===== src/rtl/eqr_pkg.sv =====
// Package for the queue 1 egress rate-limit block: map, fields, types.
package eqr_pkg;

    // ------------------------------------------------------------------
    // Register map
    // ------------------------------------------------------------------
    localparam int          EQR_NPORT     = 3;        // Ports 2, 3 and 4
    localparam int          EQR_ADDR_W    = 8;        // Register address
    localparam int          EQR_DATA_W    = 8;        // Register data
    localparam logic [7:0]  EQR_OFS_P2    = 8'hdc;    // Port 2 queue 1 limit
    localparam logic [7:0]  EQR_OFS_P3    = 8'hec;    // Port 3 queue 1 limit
    localparam logic [7:0]  EQR_OFS_P4    = 8'hfc;    // Port 4 queue 1 limit

    // ------------------------------------------------------------------
    // Field layout and reset values
    // ------------------------------------------------------------------
    localparam int          EQR_RATE_LSB  = 0;        // Rate field low bit
    localparam int          EQR_RATE_W    = 7;        // Rate field bits 6..0
    localparam logic [6:0]  EQR_RATE_RST  = 7'h00;    // Rate field reset
    localparam logic [6:0]  EQR_RATE_FULL = 7'h64;    // 100: full rate
    localparam logic [1:0]  EQR_PRIO_Q1   = 2'h1;     // Priority shaped here

    // ------------------------------------------------------------------
    // Timing: one credit tick per microsecond, so 1 Mbps is 1 bit/tick
    // ------------------------------------------------------------------
    localparam int          EQR_CLK_NS    = 10;       // Core clock period
    localparam int          EQR_TICK_NS   = 1000;     // Credit tick period
    localparam int          EQR_TICK_CYC  = EQR_TICK_NS / EQR_CLK_NS;

    // ------------------------------------------------------------------
    // Shaper sizing
    // ------------------------------------------------------------------
    localparam int          EQR_LEN_W     = 11;       // Frame length, bytes
    localparam int          EQR_CRED_W    = 18;       // Signed credit, bits
    localparam logic [17:0] EQR_BURST     = 18'h0_4000; // Credit cap, bits

    // ------------------------------------------------------------------
    // Types
    // ------------------------------------------------------------------
    // Queue count a port runs with
    typedef enum logic [1:0] {
        EQR_QM_ONE,
        EQR_QM_TWO,
        EQR_QM_FOUR
    } eqr_qmode_t;

    // Rank of queue 1 among the port's queues
    typedef enum logic [1:0] {
        EQR_RANK_NONE,
        EQR_RANK_HIGH,
        EQR_RANK_MID
    } eqr_rank_t;

    // Egress frame offered by the scheduler
    typedef struct packed {
        logic                 valid;  // Frame waiting
        logic [1:0]           prio;   // Frame priority
        logic [EQR_LEN_W-1:0] len;    // Frame length in bytes
    } eqr_req_t;

endpackage : eqr_pkg


===== src/rtl/eqr_shaper.sv =====
// Credit shaper for the queue 1 egress traffic of one port.
`timescale 1ns/1ps
`default_nettype none
module eqr_shaper
(
    input  wire logic                  mclk_i,   // Core clock
    input  wire logic                  arst_n_i, // Async reset, active low
    input  wire logic                  tick_i,   // One pulse per microsecond
    input  wire logic [6:0]            rate_i,   // Programmed rate field
    input  wire logic                  exact_i,  // Queue 1 held to exact rate
    input  wire eqr_pkg::eqr_req_t     req_i,    // Offered frame
    output logic                       grant_o   // One-cycle release pulse
);
    import eqr_pkg::*;

    // ------------------------------------------------------------------
    // Decision
    // ------------------------------------------------------------------
    logic signed [EQR_CRED_W-1:0] credit_r;    // Bits that may leave now
    logic signed [EQR_CRED_W-1:0] credit_nxt;  // Next credit value
    logic                         shaped;      // This frame is rate held
    logic                         limited;     // Field picks below full rate
    logic                         take;        // Release the frame now
    logic                         grant_r;     // Registered release

    // Values 0 and 100 mean full rate; 1..99 are Mbps
    assign limited = (rate_i != EQR_RATE_RST)
                     && (rate_i < EQR_RATE_FULL);
    // Only priority 1 frames on the exact-rate queue are held
    assign shaped  = exact_i && limited
                     && (req_i.prio == EQR_PRIO_Q1);
    // Deficit credit lets a whole frame go once credit is non-negative;
    // the debt repaid later keeps the long-run rate exact
    assign take    = req_i.valid && !grant_r
                     && (!shaped || (credit_r >= 0));

    // ------------------------------------------------------------------
    // Credit arithmetic
    // ------------------------------------------------------------------
    // Adds the rate each tick, charges eight bits per shaped byte
    always_comb
    begin
        credit_nxt = credit_r;
        if (!(exact_i && limited))
        begin
            // Unlimited: park at the cap so limiting starts with a burst
            credit_nxt = $signed(EQR_BURST);
        end
        else
        begin
            if (tick_i)
            begin
                credit_nxt = credit_nxt
                    + $signed({{(EQR_CRED_W-EQR_RATE_W){1'b0}}, rate_i});
            end
            if (take && shaped)
            begin
                credit_nxt = credit_nxt
                    - $signed({{(EQR_CRED_W-EQR_LEN_W-3){1'b0}},
                               req_i.len, 3'b000});
            end
            if (credit_nxt > $signed(EQR_BURST))
            begin
                // Cap idle savings so bursts stay bounded
                credit_nxt = $signed(EQR_BURST);
            end
        end
    end

    // ------------------------------------------------------------------
    // State
    // ------------------------------------------------------------------
    // Credit register
    always_ff @(posedge mclk_i or negedge arst_n_i)
    begin
        if (!arst_n_i)
            credit_r <= $signed(EQR_BURST);
        else
            credit_r <= credit_nxt;
    end

    // Grant pulse; blocks a grant in the cycle right after each grant
    always_ff @(posedge mclk_i or negedge arst_n_i)
    begin
        if (!arst_n_i)
            grant_r <= 1'b0;
        else
            grant_r <= take;
    end

    assign grant_o = grant_r;

endmodule : eqr_shaper
`default_nettype wire


===== src/rtl/eqr_top.sv =====
// Queue 1 egress rate-limit registers and shapers for ports 2 to 4.
//
// Contract
// - Seven-bit R/W rate field, bits 6..0, reset zero
// - Limit applies only to priority 1 egress frames
// - Shape queue traffic to selected rate encoding
// - Four queues: queue 1 is mid priority
// - Two queues: queue 1 is high priority
// - 1..99 Mbps; 0 or 100 full rate
// - Exact rate only on highest queue; ratio otherwise
`timescale 1ns/1ps
`default_nettype none
module eqr_top
#(
    parameter int TICK_CYC = eqr_pkg::EQR_TICK_CYC   // Cycles per credit tick
)
(
    input  wire logic                          mclk_i,     // Core clock
    input  wire logic                          arst_n_i,   // Async reset
    // Register port
    input  wire logic [7:0]                    reg_addr_i, // Byte address
    input  wire logic                          reg_wr_i,   // Write strobe
    input  wire logic [7:0]                    reg_wdata_i,// Write data
    input  wire logic                          reg_rd_i,   // Read strobe
    output logic      [7:0]                    reg_rdata_o,// Read data
    output logic                               reg_rvld_o, // Read data valid
    // Per-port queue mode, index 0 is port 2
    input  wire eqr_pkg::eqr_qmode_t [2:0]     qmode_i,    // Queues in use
    // Scheduler side
    input  wire eqr_pkg::eqr_req_t   [2:0]     req_i,      // Offered frames
    output logic      [2:0]                    grant_o,    // Release pulses
    output eqr_pkg::eqr_rank_t       [2:0]     rank_o,     // Queue 1 rank
    output logic      [2:0]                    ratio_o,    // Queue 1 by ratio
    output logic      [2:0][6:0]               rate_o      // Active rate field
);
    import eqr_pkg::*;

    // ------------------------------------------------------------------
    // Elaboration checks
    // ------------------------------------------------------------------
    // A zero-length tick cannot be counted
    if (TICK_CYC < 1)
    begin : g_bad_tick
        $error("eqr_top: TICK_CYC must be at least one");
    end

    // Address of each port's register, index 0 is port 2
    localparam logic [2:0][7:0] OFS = {EQR_OFS_P4, EQR_OFS_P3, EQR_OFS_P2};
    localparam int              TCW = (TICK_CYC > 1) ? $clog2(TICK_CYC) : 1;

    // ------------------------------------------------------------------
    // Declarations
    // ------------------------------------------------------------------
    logic [2:0][6:0]  rate_r;     // Stored rate fields
    logic [7:0]       rdata_r;    // Read data register
    logic             rvld_r;     // Read answer strobe
    logic [TCW-1:0]   tcnt_r;     // Tick divider count
    logic             tick_r;     // One-cycle microsecond enable
    logic [2:0]       exact_r;    // Queue 1 is the port's top queue
    eqr_rank_t [2:0]  rank_r;     // Rank of queue 1 per port
    logic [2:0]       ratio_r;    // Queue 1 follows the ratio control
    logic [2:0]       hit;        // Address decode per port
    logic [2:0]       grant;      // Shaper grants, already registered

    // ------------------------------------------------------------------
    // Address decode
    // ------------------------------------------------------------------
    // One match line per register
    always_comb
    begin
        for (int p = 0; p < EQR_NPORT; p++)
        begin
            hit[p] = (reg_addr_i == OFS[p]);
        end
    end

    // ------------------------------------------------------------------
    // Register writes
    // ------------------------------------------------------------------
    // Only bits 6..0 are stored; bit 7 has no flop, so writes to it vanish
    always_ff @(posedge mclk_i or negedge arst_n_i)
    begin
        if (!arst_n_i)
        begin
            for (int p = 0; p < EQR_NPORT; p++)
            begin
                rate_r[p] <= EQR_RATE_RST;
            end
        end
        else if (reg_wr_i)
        begin
            for (int p = 0; p < EQR_NPORT; p++)
            begin
                if (hit[p])
                begin
                    // Low seven bits only
                    rate_r[p] <=
                        reg_wdata_i[EQR_RATE_LSB +: EQR_RATE_W];
                end
            end
        end
    end

    // ------------------------------------------------------------------
    // Register reads
    // ------------------------------------------------------------------
    // Read data one cycle after the strobe; unmapped addresses read zero
    always_ff @(posedge mclk_i or negedge arst_n_i)
    begin
        if (!arst_n_i)
        begin
            rdata_r <= 8'h00;
        end
        else if (reg_rd_i)
        begin
            rdata_r <= 8'h00;
            for (int p = 0; p < EQR_NPORT; p++)
            begin
                if (hit[p])
                begin
                    // Reserved top bit always reads zero
                    rdata_r <= {1'b0, rate_r[p]};
                end
            end
        end
    end

    // Read answer strobe
    always_ff @(posedge mclk_i or negedge arst_n_i)
    begin
        if (!arst_n_i)
            rvld_r <= 1'b0;
        else
            rvld_r <= reg_rd_i;
    end

    // ------------------------------------------------------------------
    // Microsecond enable
    // ------------------------------------------------------------------
    // Free-running divider; one tick adds rate bits, so Mbps maps exactly
    always_ff @(posedge mclk_i or negedge arst_n_i)
    begin
        if (!arst_n_i)
        begin
            tcnt_r <= '0;
            tick_r <= 1'b0;
        end
        else if (tcnt_r == TCW'(TICK_CYC - 1))
        begin
            tcnt_r <= '0;
            tick_r <= 1'b1;
        end
        else
        begin
            tcnt_r <= tcnt_r + TCW'(1);
            tick_r <= 1'b0;
        end
    end

    // ------------------------------------------------------------------
    // Queue ranking
    // ------------------------------------------------------------------
    // Rank follows the port's queue count; registered, so a mode change
    // reaches the shaper one cycle later, harmless for a static setting
    always_ff @(posedge mclk_i or negedge arst_n_i)
    begin
        if (!arst_n_i)
        begin
            for (int p = 0; p < EQR_NPORT; p++)
            begin
                rank_r[p]  <= EQR_RANK_NONE;
                exact_r[p] <= 1'b0;
                ratio_r[p] <= 1'b0;
            end
        end
        else
        begin
            for (int p = 0; p < EQR_NPORT; p++)
            begin
                case (qmode_i[p])
                    EQR_QM_TWO:
                    begin
                        // Queue 1 is the high queue, held to exact rate
                        rank_r[p]  <= EQR_RANK_HIGH;
                        exact_r[p] <= 1'b1;
                        ratio_r[p] <= 1'b0;
                    end
                    EQR_QM_FOUR:
                    begin
                        // Queue 3 is on top; queue 1 yields to the ratio
                        rank_r[p]  <= EQR_RANK_MID;
                        exact_r[p] <= 1'b0;
                        ratio_r[p] <= 1'b1;
                    end
                    default:
                    begin
                        // Single queue: queue 1 carries no traffic
                        rank_r[p]  <= EQR_RANK_NONE;
                        exact_r[p] <= 1'b0;
                        ratio_r[p] <= 1'b0;
                    end
                endcase
            end
        end
    end

    // ------------------------------------------------------------------
    // Per-port shapers
    // ------------------------------------------------------------------
    for (genvar p = 0; p < EQR_NPORT; p++)
    begin : g_port
        eqr_shaper u_shaper
        (
            .mclk_i   (mclk_i),
            .arst_n_i (arst_n_i),
            .tick_i   (tick_r),
            .rate_i   (rate_r[p]),
            .exact_i  (exact_r[p]),
            .req_i    (req_i[p]),
            .grant_o  (grant[p])
        );
    end

    // ------------------------------------------------------------------
    // Outputs, all from flip-flops
    // ------------------------------------------------------------------
    assign reg_rdata_o = rdata_r;
    assign reg_rvld_o  = rvld_r;
    assign grant_o     = grant;
    assign rank_o      = rank_r;
    assign ratio_o     = ratio_r;
    assign rate_o      = rate_r;

endmodule : eqr_top
`default_nettype wire


===== config.mk =====
export PLATFORM = sky130hd
export DESIGN_NAME = eqr_top
export DESIGN_NICKNAME = d
export VERILOG_FILES = /design/src/rtl/eqr_pkg.sv /design/src/rtl/eqr_shaper.sv /design/src/rtl/eqr_top.sv
export SDC_FILE = /design/constraint.sdc
export NUM_CORES = 1
export LEC_CHECK = 0
export BUFFER_PORTS_ARGS = -buffer_cell sky130_fd_sc_hd__buf_2
export CAP_MARGIN = 20
export CORE_ASPECT_RATIO = 1.1
export CORE_MARGIN = 4
export CORE_UTILIZATION = 25
export CTS_BUF_LIST = sky130_fd_sc_hd__clkbuf_4 sky130_fd_sc_hd__clkbuf_8
export DETAILED_ROUTE_END_ITERATION = 8
export GPL_TIMING_DRIVEN = 0
export PLACE_DENSITY = 0.45
export SYNTH_ARGS = -nofsm -noshare
export SYNTH_HDL_FRONTEND = slang
export SYNTH_SLANG_ARGS = --single-unit

===== constraint.sdc =====
create_clock -name mclk_i -period 5.8 [get_ports mclk_i]
set_clock_uncertainty 0.2 [all_clocks]
set_input_delay 0.29 -clock mclk_i [delete_from_list [all_inputs] [get_ports mclk_i]]
set_output_delay 0.29 -clock mclk_i [all_outputs]
set_load 0.01 [all_outputs]

# Word level (Yosys, flattened, before mapping)
# Cells that the tools add are included.
# classes
add_sub_neg,7
n_mul,0
n_div,0
n_lt_le_gt_ge,9
n_eq_ne,13
shifts,0
muxes,32
n_bitwise,0
reduce_logical,33
# ops
op,n
2-to-1 mux 18 bit,18
adder 18 x 8 -> 18 bit,3
"greater-or-equal comparator 18 x 1 -> 1 bit, second input constant",3
"> comparator 18 x 16 -> 1 bit, second input constant",3
subtractor 18 x 15 -> 18 bit,3
"== test 8 bit, second input constant",3
"< comparator 7 bit, second input constant",3
nonzero test 7 bit,3
logical AND 1 bit,18
2-to-1 mux 8 bit,2
2-to-1 mux 7 bit,2
"== test 2 x 1 -> 1 bit, second input constant",6
one-hot mux 2 bit (2 select lines),3
"adder 7 x 1 -> 7 bit, second input constant",1
"== test 7 bit, second input constant",1
2-to-1 mux 1 bit,7
"== test 2 bit, second input constant",3
logical NOT 1 bit,6
AND reduction 2 bit,3
logical OR 1 bit,3
# word_totals
register_bits,107
latchBits,0
mem_bits_rw,0
mem_bits_ro,0
inputBits,68
memories,0

# Depth between registers and ports, before layout
# logic_depth
ltp_word,13
ltp_mapped,19
ltp_nobuf,18

# By module
# From an unflattened synthesis, not the netlist that was laid out.
# hier_totals
hier_cells,938
hier_area_um2,9021.2
# modules_own_cells
mod,instances,cells_each,area_per_inst_um2,seq_area_each_um2
eqr_shaper at g_port[0].u_shaper,1,277,2466.1,476.7
eqr_shaper at g_port[1].u_shaper,1,259,2374.8,476.7
eqr_shaper at g_port[2].u_shaper,1,260,2294.7,476.7
eqr_top,1,142,1885.6,1076.0

# Worst setup path before layout
# OpenSTA, ideal clock, no wires.
# synth_timing
path_type,register to register
startpoint,reg rate_r (netlist bit rate_o[0])
endpoint,reg g_port[0].u_shaper.credit_r[2]
setup_time_ns,0.151
arrival_time_ns,4.278
required_ns,5.449
slack_ns,1.172
stages_incl_launch_ff,18
n_path_buf,1
period_less_slack_ns,4.628
path_cell_list,dfrtp_1 ha_1 fa_1 a211oi_1 o21a_1 or2_2 xnor2_1 ha_1 or2_2 nor2_1 a21oi_1 or3b_2 a311oi_2 xnor2_1 o31ai_1 a41oi_1 buf_2 a211oi_1
# synth_between
elab_chain_cells,13
word_cells_on_any_way,18
classes_between,2 x add/sub; 2 x order compare; 6 x mux; 8 x reduce/logical
# synth_rtl
element,line,source
start: declaration,eqr_top.sv:54,logic [2:0][6:0] rate_r;
start signal: indexed assignment,eqr_top.sv:97,rate_r[p] <=
"parallel branches: the longest is 12 deep, another holds adder 18 x 8 -> 18 bit",n/a,
2-to-1 mux 18 bit (*),eqr_shaper.sv:44,if (!(exact_i && limited))
via g_port[0].u_shaper.credit_nxt[2],eqr_shaper.sv:20,logic signed [EQR_CRED_W-1:0] credit_nxt;
end signal: assignment,eqr_shaper.sv:77,credit_r <= $signed(EQR_BURST);
end signal: assignment,eqr_shaper.sv:79,credit_r <= credit_nxt;
end: declaration,eqr_shaper.sv:19,logic signed [EQR_CRED_W-1:0] credit_r;
# Mark *: on every way through the listed nets, which the timed path passes. The select of a mux whose other input is x is not followed.
# A chain may end at the register's enable or synchronous reset.

# Worst setup path in the final report
# layout_timing
startpoint,reg rate_r (netlist bit rate_o[0])
endpoint,reg g_port[0].u_shaper.credit_r[4]
# The elaborated chain is that of the path after synthesis.

==> metrics <==
register area share after synthesis=a little under a third; Hold Path End=g_port[1].u_shaper.credit_r[3]; layout cells sized above 1=about 20%; Residual DRC=0; vias per cell=4.84; area grow syn2layout=18.7%; hold_sp=req_i[14]; number of nets in the layout=about 1200; Initial DRC Count=331; Starting Density=25.3%; met2 Resource Use GR=a little under a quarter; CTS H-tree lvls=3; dominant synthesized flop cell=dfrtp_1; post-synthesis cell area=0.00816 sq mm; worst slew pin tran=0.790 ns; final instance area=0.00968 sq mm; WL/cell=15.9 um; flop-to-flop setup slack=0.34 ns; Async SR Flop Fraction=100%; gr busiest metal=met2; RR Startpoint=rate_o[0]; Worst path slowest cell=dfrtp_1; routability cong.=0.811; Register-to-Register Path Depth=17; Post-Route WL=around 24 mm; Worst Setup Path Type=reg2reg; Slew Limit Fails=0; Final Setup Violations=0; via count=a little over 7000; first-pass GRT wire length=around 38 mm; CP top delay family=compound AO/OA/AOI/OAI gates; CTS Buf Count=9; TritonRoute pass-1 iters=4; height of the die=about 200 um; Critical Path Start Type=flip-flop; Final HPWL DP=18.6 mm; Tmin final=5.46 ns; PwrDens=145 mW/mm^2; Chip Width=180 um; IO Pins=110; hold_ws=about 0.038 ns; Clock transition at path regs=0.11 ns; status=completed; antenna-violating nets left=0; GRT met1 Usage=between 15 and 20%; Hold Path Cell Cnt=3; Max clock buf depth=2; clock latency at the later pin of the worst-skew pair=0.39 ns; Worst Path Buf+Inv=2; worst-path cell chain=ha_1 -> fa_1 -> a211oi_1 -> o21ai_0 -> o2bb2ai_1 -> inv_1 -> fa_1 -> nand2b_1 -> a21oi_1 -> o311a_1 -> o21ai_0 -> a211oi_1 -> o211ai_1 -> o31ai_1 -> a41oi_2 -> buf_2 -> a211oi_1; core area=approximately 0.032 sq mm; Post-CTS Setup Bufs=0; FF-to-FF End=g_port[0].u_shaper.credit_r[4]; Cell variety after synth=88; Max-cap violations=0; Rows=69; post-synthesis cell count=915; Max Fclk=roughly 0.18 GHz; Critical Path RT=around 5.9 ns; Placed Area=0.00924 sq mm; initial antenna violation count=1; period utilization=94.1%; die area=roughly 0.036 sq mm; largest net degree at the start of global routing=between 60 and 70; unrepaired setup endpoints after global routing=false; Tot GR Track Use=13.2%; Post-synth EDFFs=0; CTS tree=done; Hold WC Path Type=in2reg; critical path fanouts, max=10; Leakage Power=around 4.5 nW; synthesized netlist net count=1044; CP endpoint kind=flip-flop; Yosys warnings=0; I/O Buffers=~110; clk sinks=100; CP arrival=5.53 ns; Synth Register Bits=100; Max-Slew Margin vs Limit=47.3%; clock root cell=clkbuf_8; CP peak stage delay=0.46 ns; Final Hold Viols=0; GR Overflow Total=0; vias in the first global route=7256; Peak VDD IR=0.0821 mV; n_diodes=0; most frequent CP cell=a211oi_1; Synth Area per Inst=8.91 sq um; met3 usage=1.55%
==> kinds of logic (layout without fill, tap and decap cells) <==
family	after synthesis	in the layout	synth area share (%)
and+or+nand+nor	311	311	20.0
AOI/OAI and AO/OA	236	236	21.0
DFF	100	100	30.7
buffers and inverters	94	238	5.08
xor gates and xnor gates	67	67	7.20
adders and majority gates	61	61	9.91
muxes	45	45	6.03
other	1	1	0.0460
==> layer usage <==
layer	wire, um	up-vias
met1	11000	3450
met3	569	19
met5	13	-
met2	11700	97
li1	-	3623
met4	350	2
==> Yosys cell counts (10+ instances only) <==
cell type / n / share of area [%]
a211oi_1: 25 / 2.3
a21o_1: 12 / 1.1
a21oi_1: 44 / 2.7
buf_4: 10 / 0.92
dfrtp_1: 97 / 30
ha_1: 55 / 8.4
inv_1: 62 / 2.9
mux2_2: 33 / 4.6
mux2i_1: 12 / 1.5
nand2_1: 53 / 2.4
nand2b_1: 12 / 0.92
nand3_1: 29 / 1.8
nand4_1: 11 / 0.84
nor2_1: 83 / 3.8
nor2b_1: 22 / 1.7
nor3_1: 24 / 1.5
o211ai_1: 11 / 1.0
o21a_1: 15 / 1.4
o21ai_0: 30 / 1.8
o22ai_1: 10 / 0.77
or3_1: 15 / 1.2
xnor2_1: 43 / 4.6
xor2_1: 24 / 2.6
==> worst max-delay path by stage <==
stage                                     endpoint  slack, ns  depth (start not counted)  startpoint
floorplan           g_port[0].u_shaper.credit_r[2]       1.17                         17   rate_o[0]
global placement    g_port[1].u_shaper.credit_r[8]     -0.008                         16      tick_r
detailed placement  g_port[0].u_shaper.credit_r[2]       0.05                         15      tick_r
CTS                 g_port[0].u_shaper.credit_r[4]      0.009                         15      tick_r
global route        g_port[0].u_shaper.credit_r[4]       0.04                         16   rate_o[0]
finish              g_port[0].u_shaper.credit_r[4]       0.34                         17   rate_o[0]
==> repair_timing <==
action,CTS,global route
setup endpoints to repair,0,25
gates resized for setup,0,4
hold endpoints to repair,68,0
hold buffers,22,0
==> worst min-delay path, cell delays in order <==
cell and delay, ns:
buf_2 0.09, ha_1 0.15, a211oi_1 0.08
==> layout make-up <==
type | count | area (sq um)
clock inverter | 6 | 58.8
timing repair buffer | 128 | 776
inverter | 63 | 236
fill | 3445 | 22600
tap | 426 | 533
sequential | 100 | 2510
buffer | 31 | 179
clock buffer | 10 | 138
multi-input combinational | 721 | 5250
==> state kept, by name, indices dropped and copies added (netlist names) <==
signal / count
ratio_o: 2
tick_r: 1
g_port.u_shaper.credit_r: 54
rank_o: 4
reg_rvld_o: 1
tcnt_r: 7
g_port.u_shaper.grant_o: 3
rate_o: 21
reg_rdata_o: 7
==> power by group <==
| part | switching [mW] | internal [mW] |
|---|---|---|
| sequential | 0.0193 | 0.708 |
| combinational | 0.118 | 0.0989 |
| clock | 0.282 | 0.176 |
==> layout by cell type, fill, tap and decap left out, types with 12 or more instances in the layout <==
cell | Yosys | routed
buf_2 | 7 | 111
dfrtp_1 | 97 | 97
nor2_1 | 83 | 83
inv_1 | 62 | 62
ha_1 | 55 | 55
nand2_1 | 53 | 53
a21oi_1 | 44 | 44
xnor2_1 | 43 | 43
mux2_2 | 33 | 33
o21ai_0 | 30 | 30
nand3_1 | 29 | 29
a211oi_1 | 25 | 25
xor2_1 | 24 | 24
nor3_1 | 24 | 24
nor2b_1 | 22 | 22
dlygate4sd3_1 | 0 | 22
or3_1 | 15 | 15
o21a_1 | 15 | 14
a21o_1 | 12 | 12
nand2b_1 | 12 | 12
mux2i_1 | 12 | 12
==> through the flow <==
step	instances	utilization [%]	TNS (ns)	total power, mW	setup WS (ns)
2_1_floorplan	915	-	0	0.855	1.17
3_3_place_gp	1446	28.5	-0.0136	0.947	-0.00782
5_1_grt	1485	30.0	0	1.48	0.0416
4_1_cts	1485	29.9	0	1.43	0.00890
3_5_place_dp	1447	28.6	0	0.950	0.0469
6_report	1485	30.0	0	1.40	0.341
(Power assumes the default switching activity.)
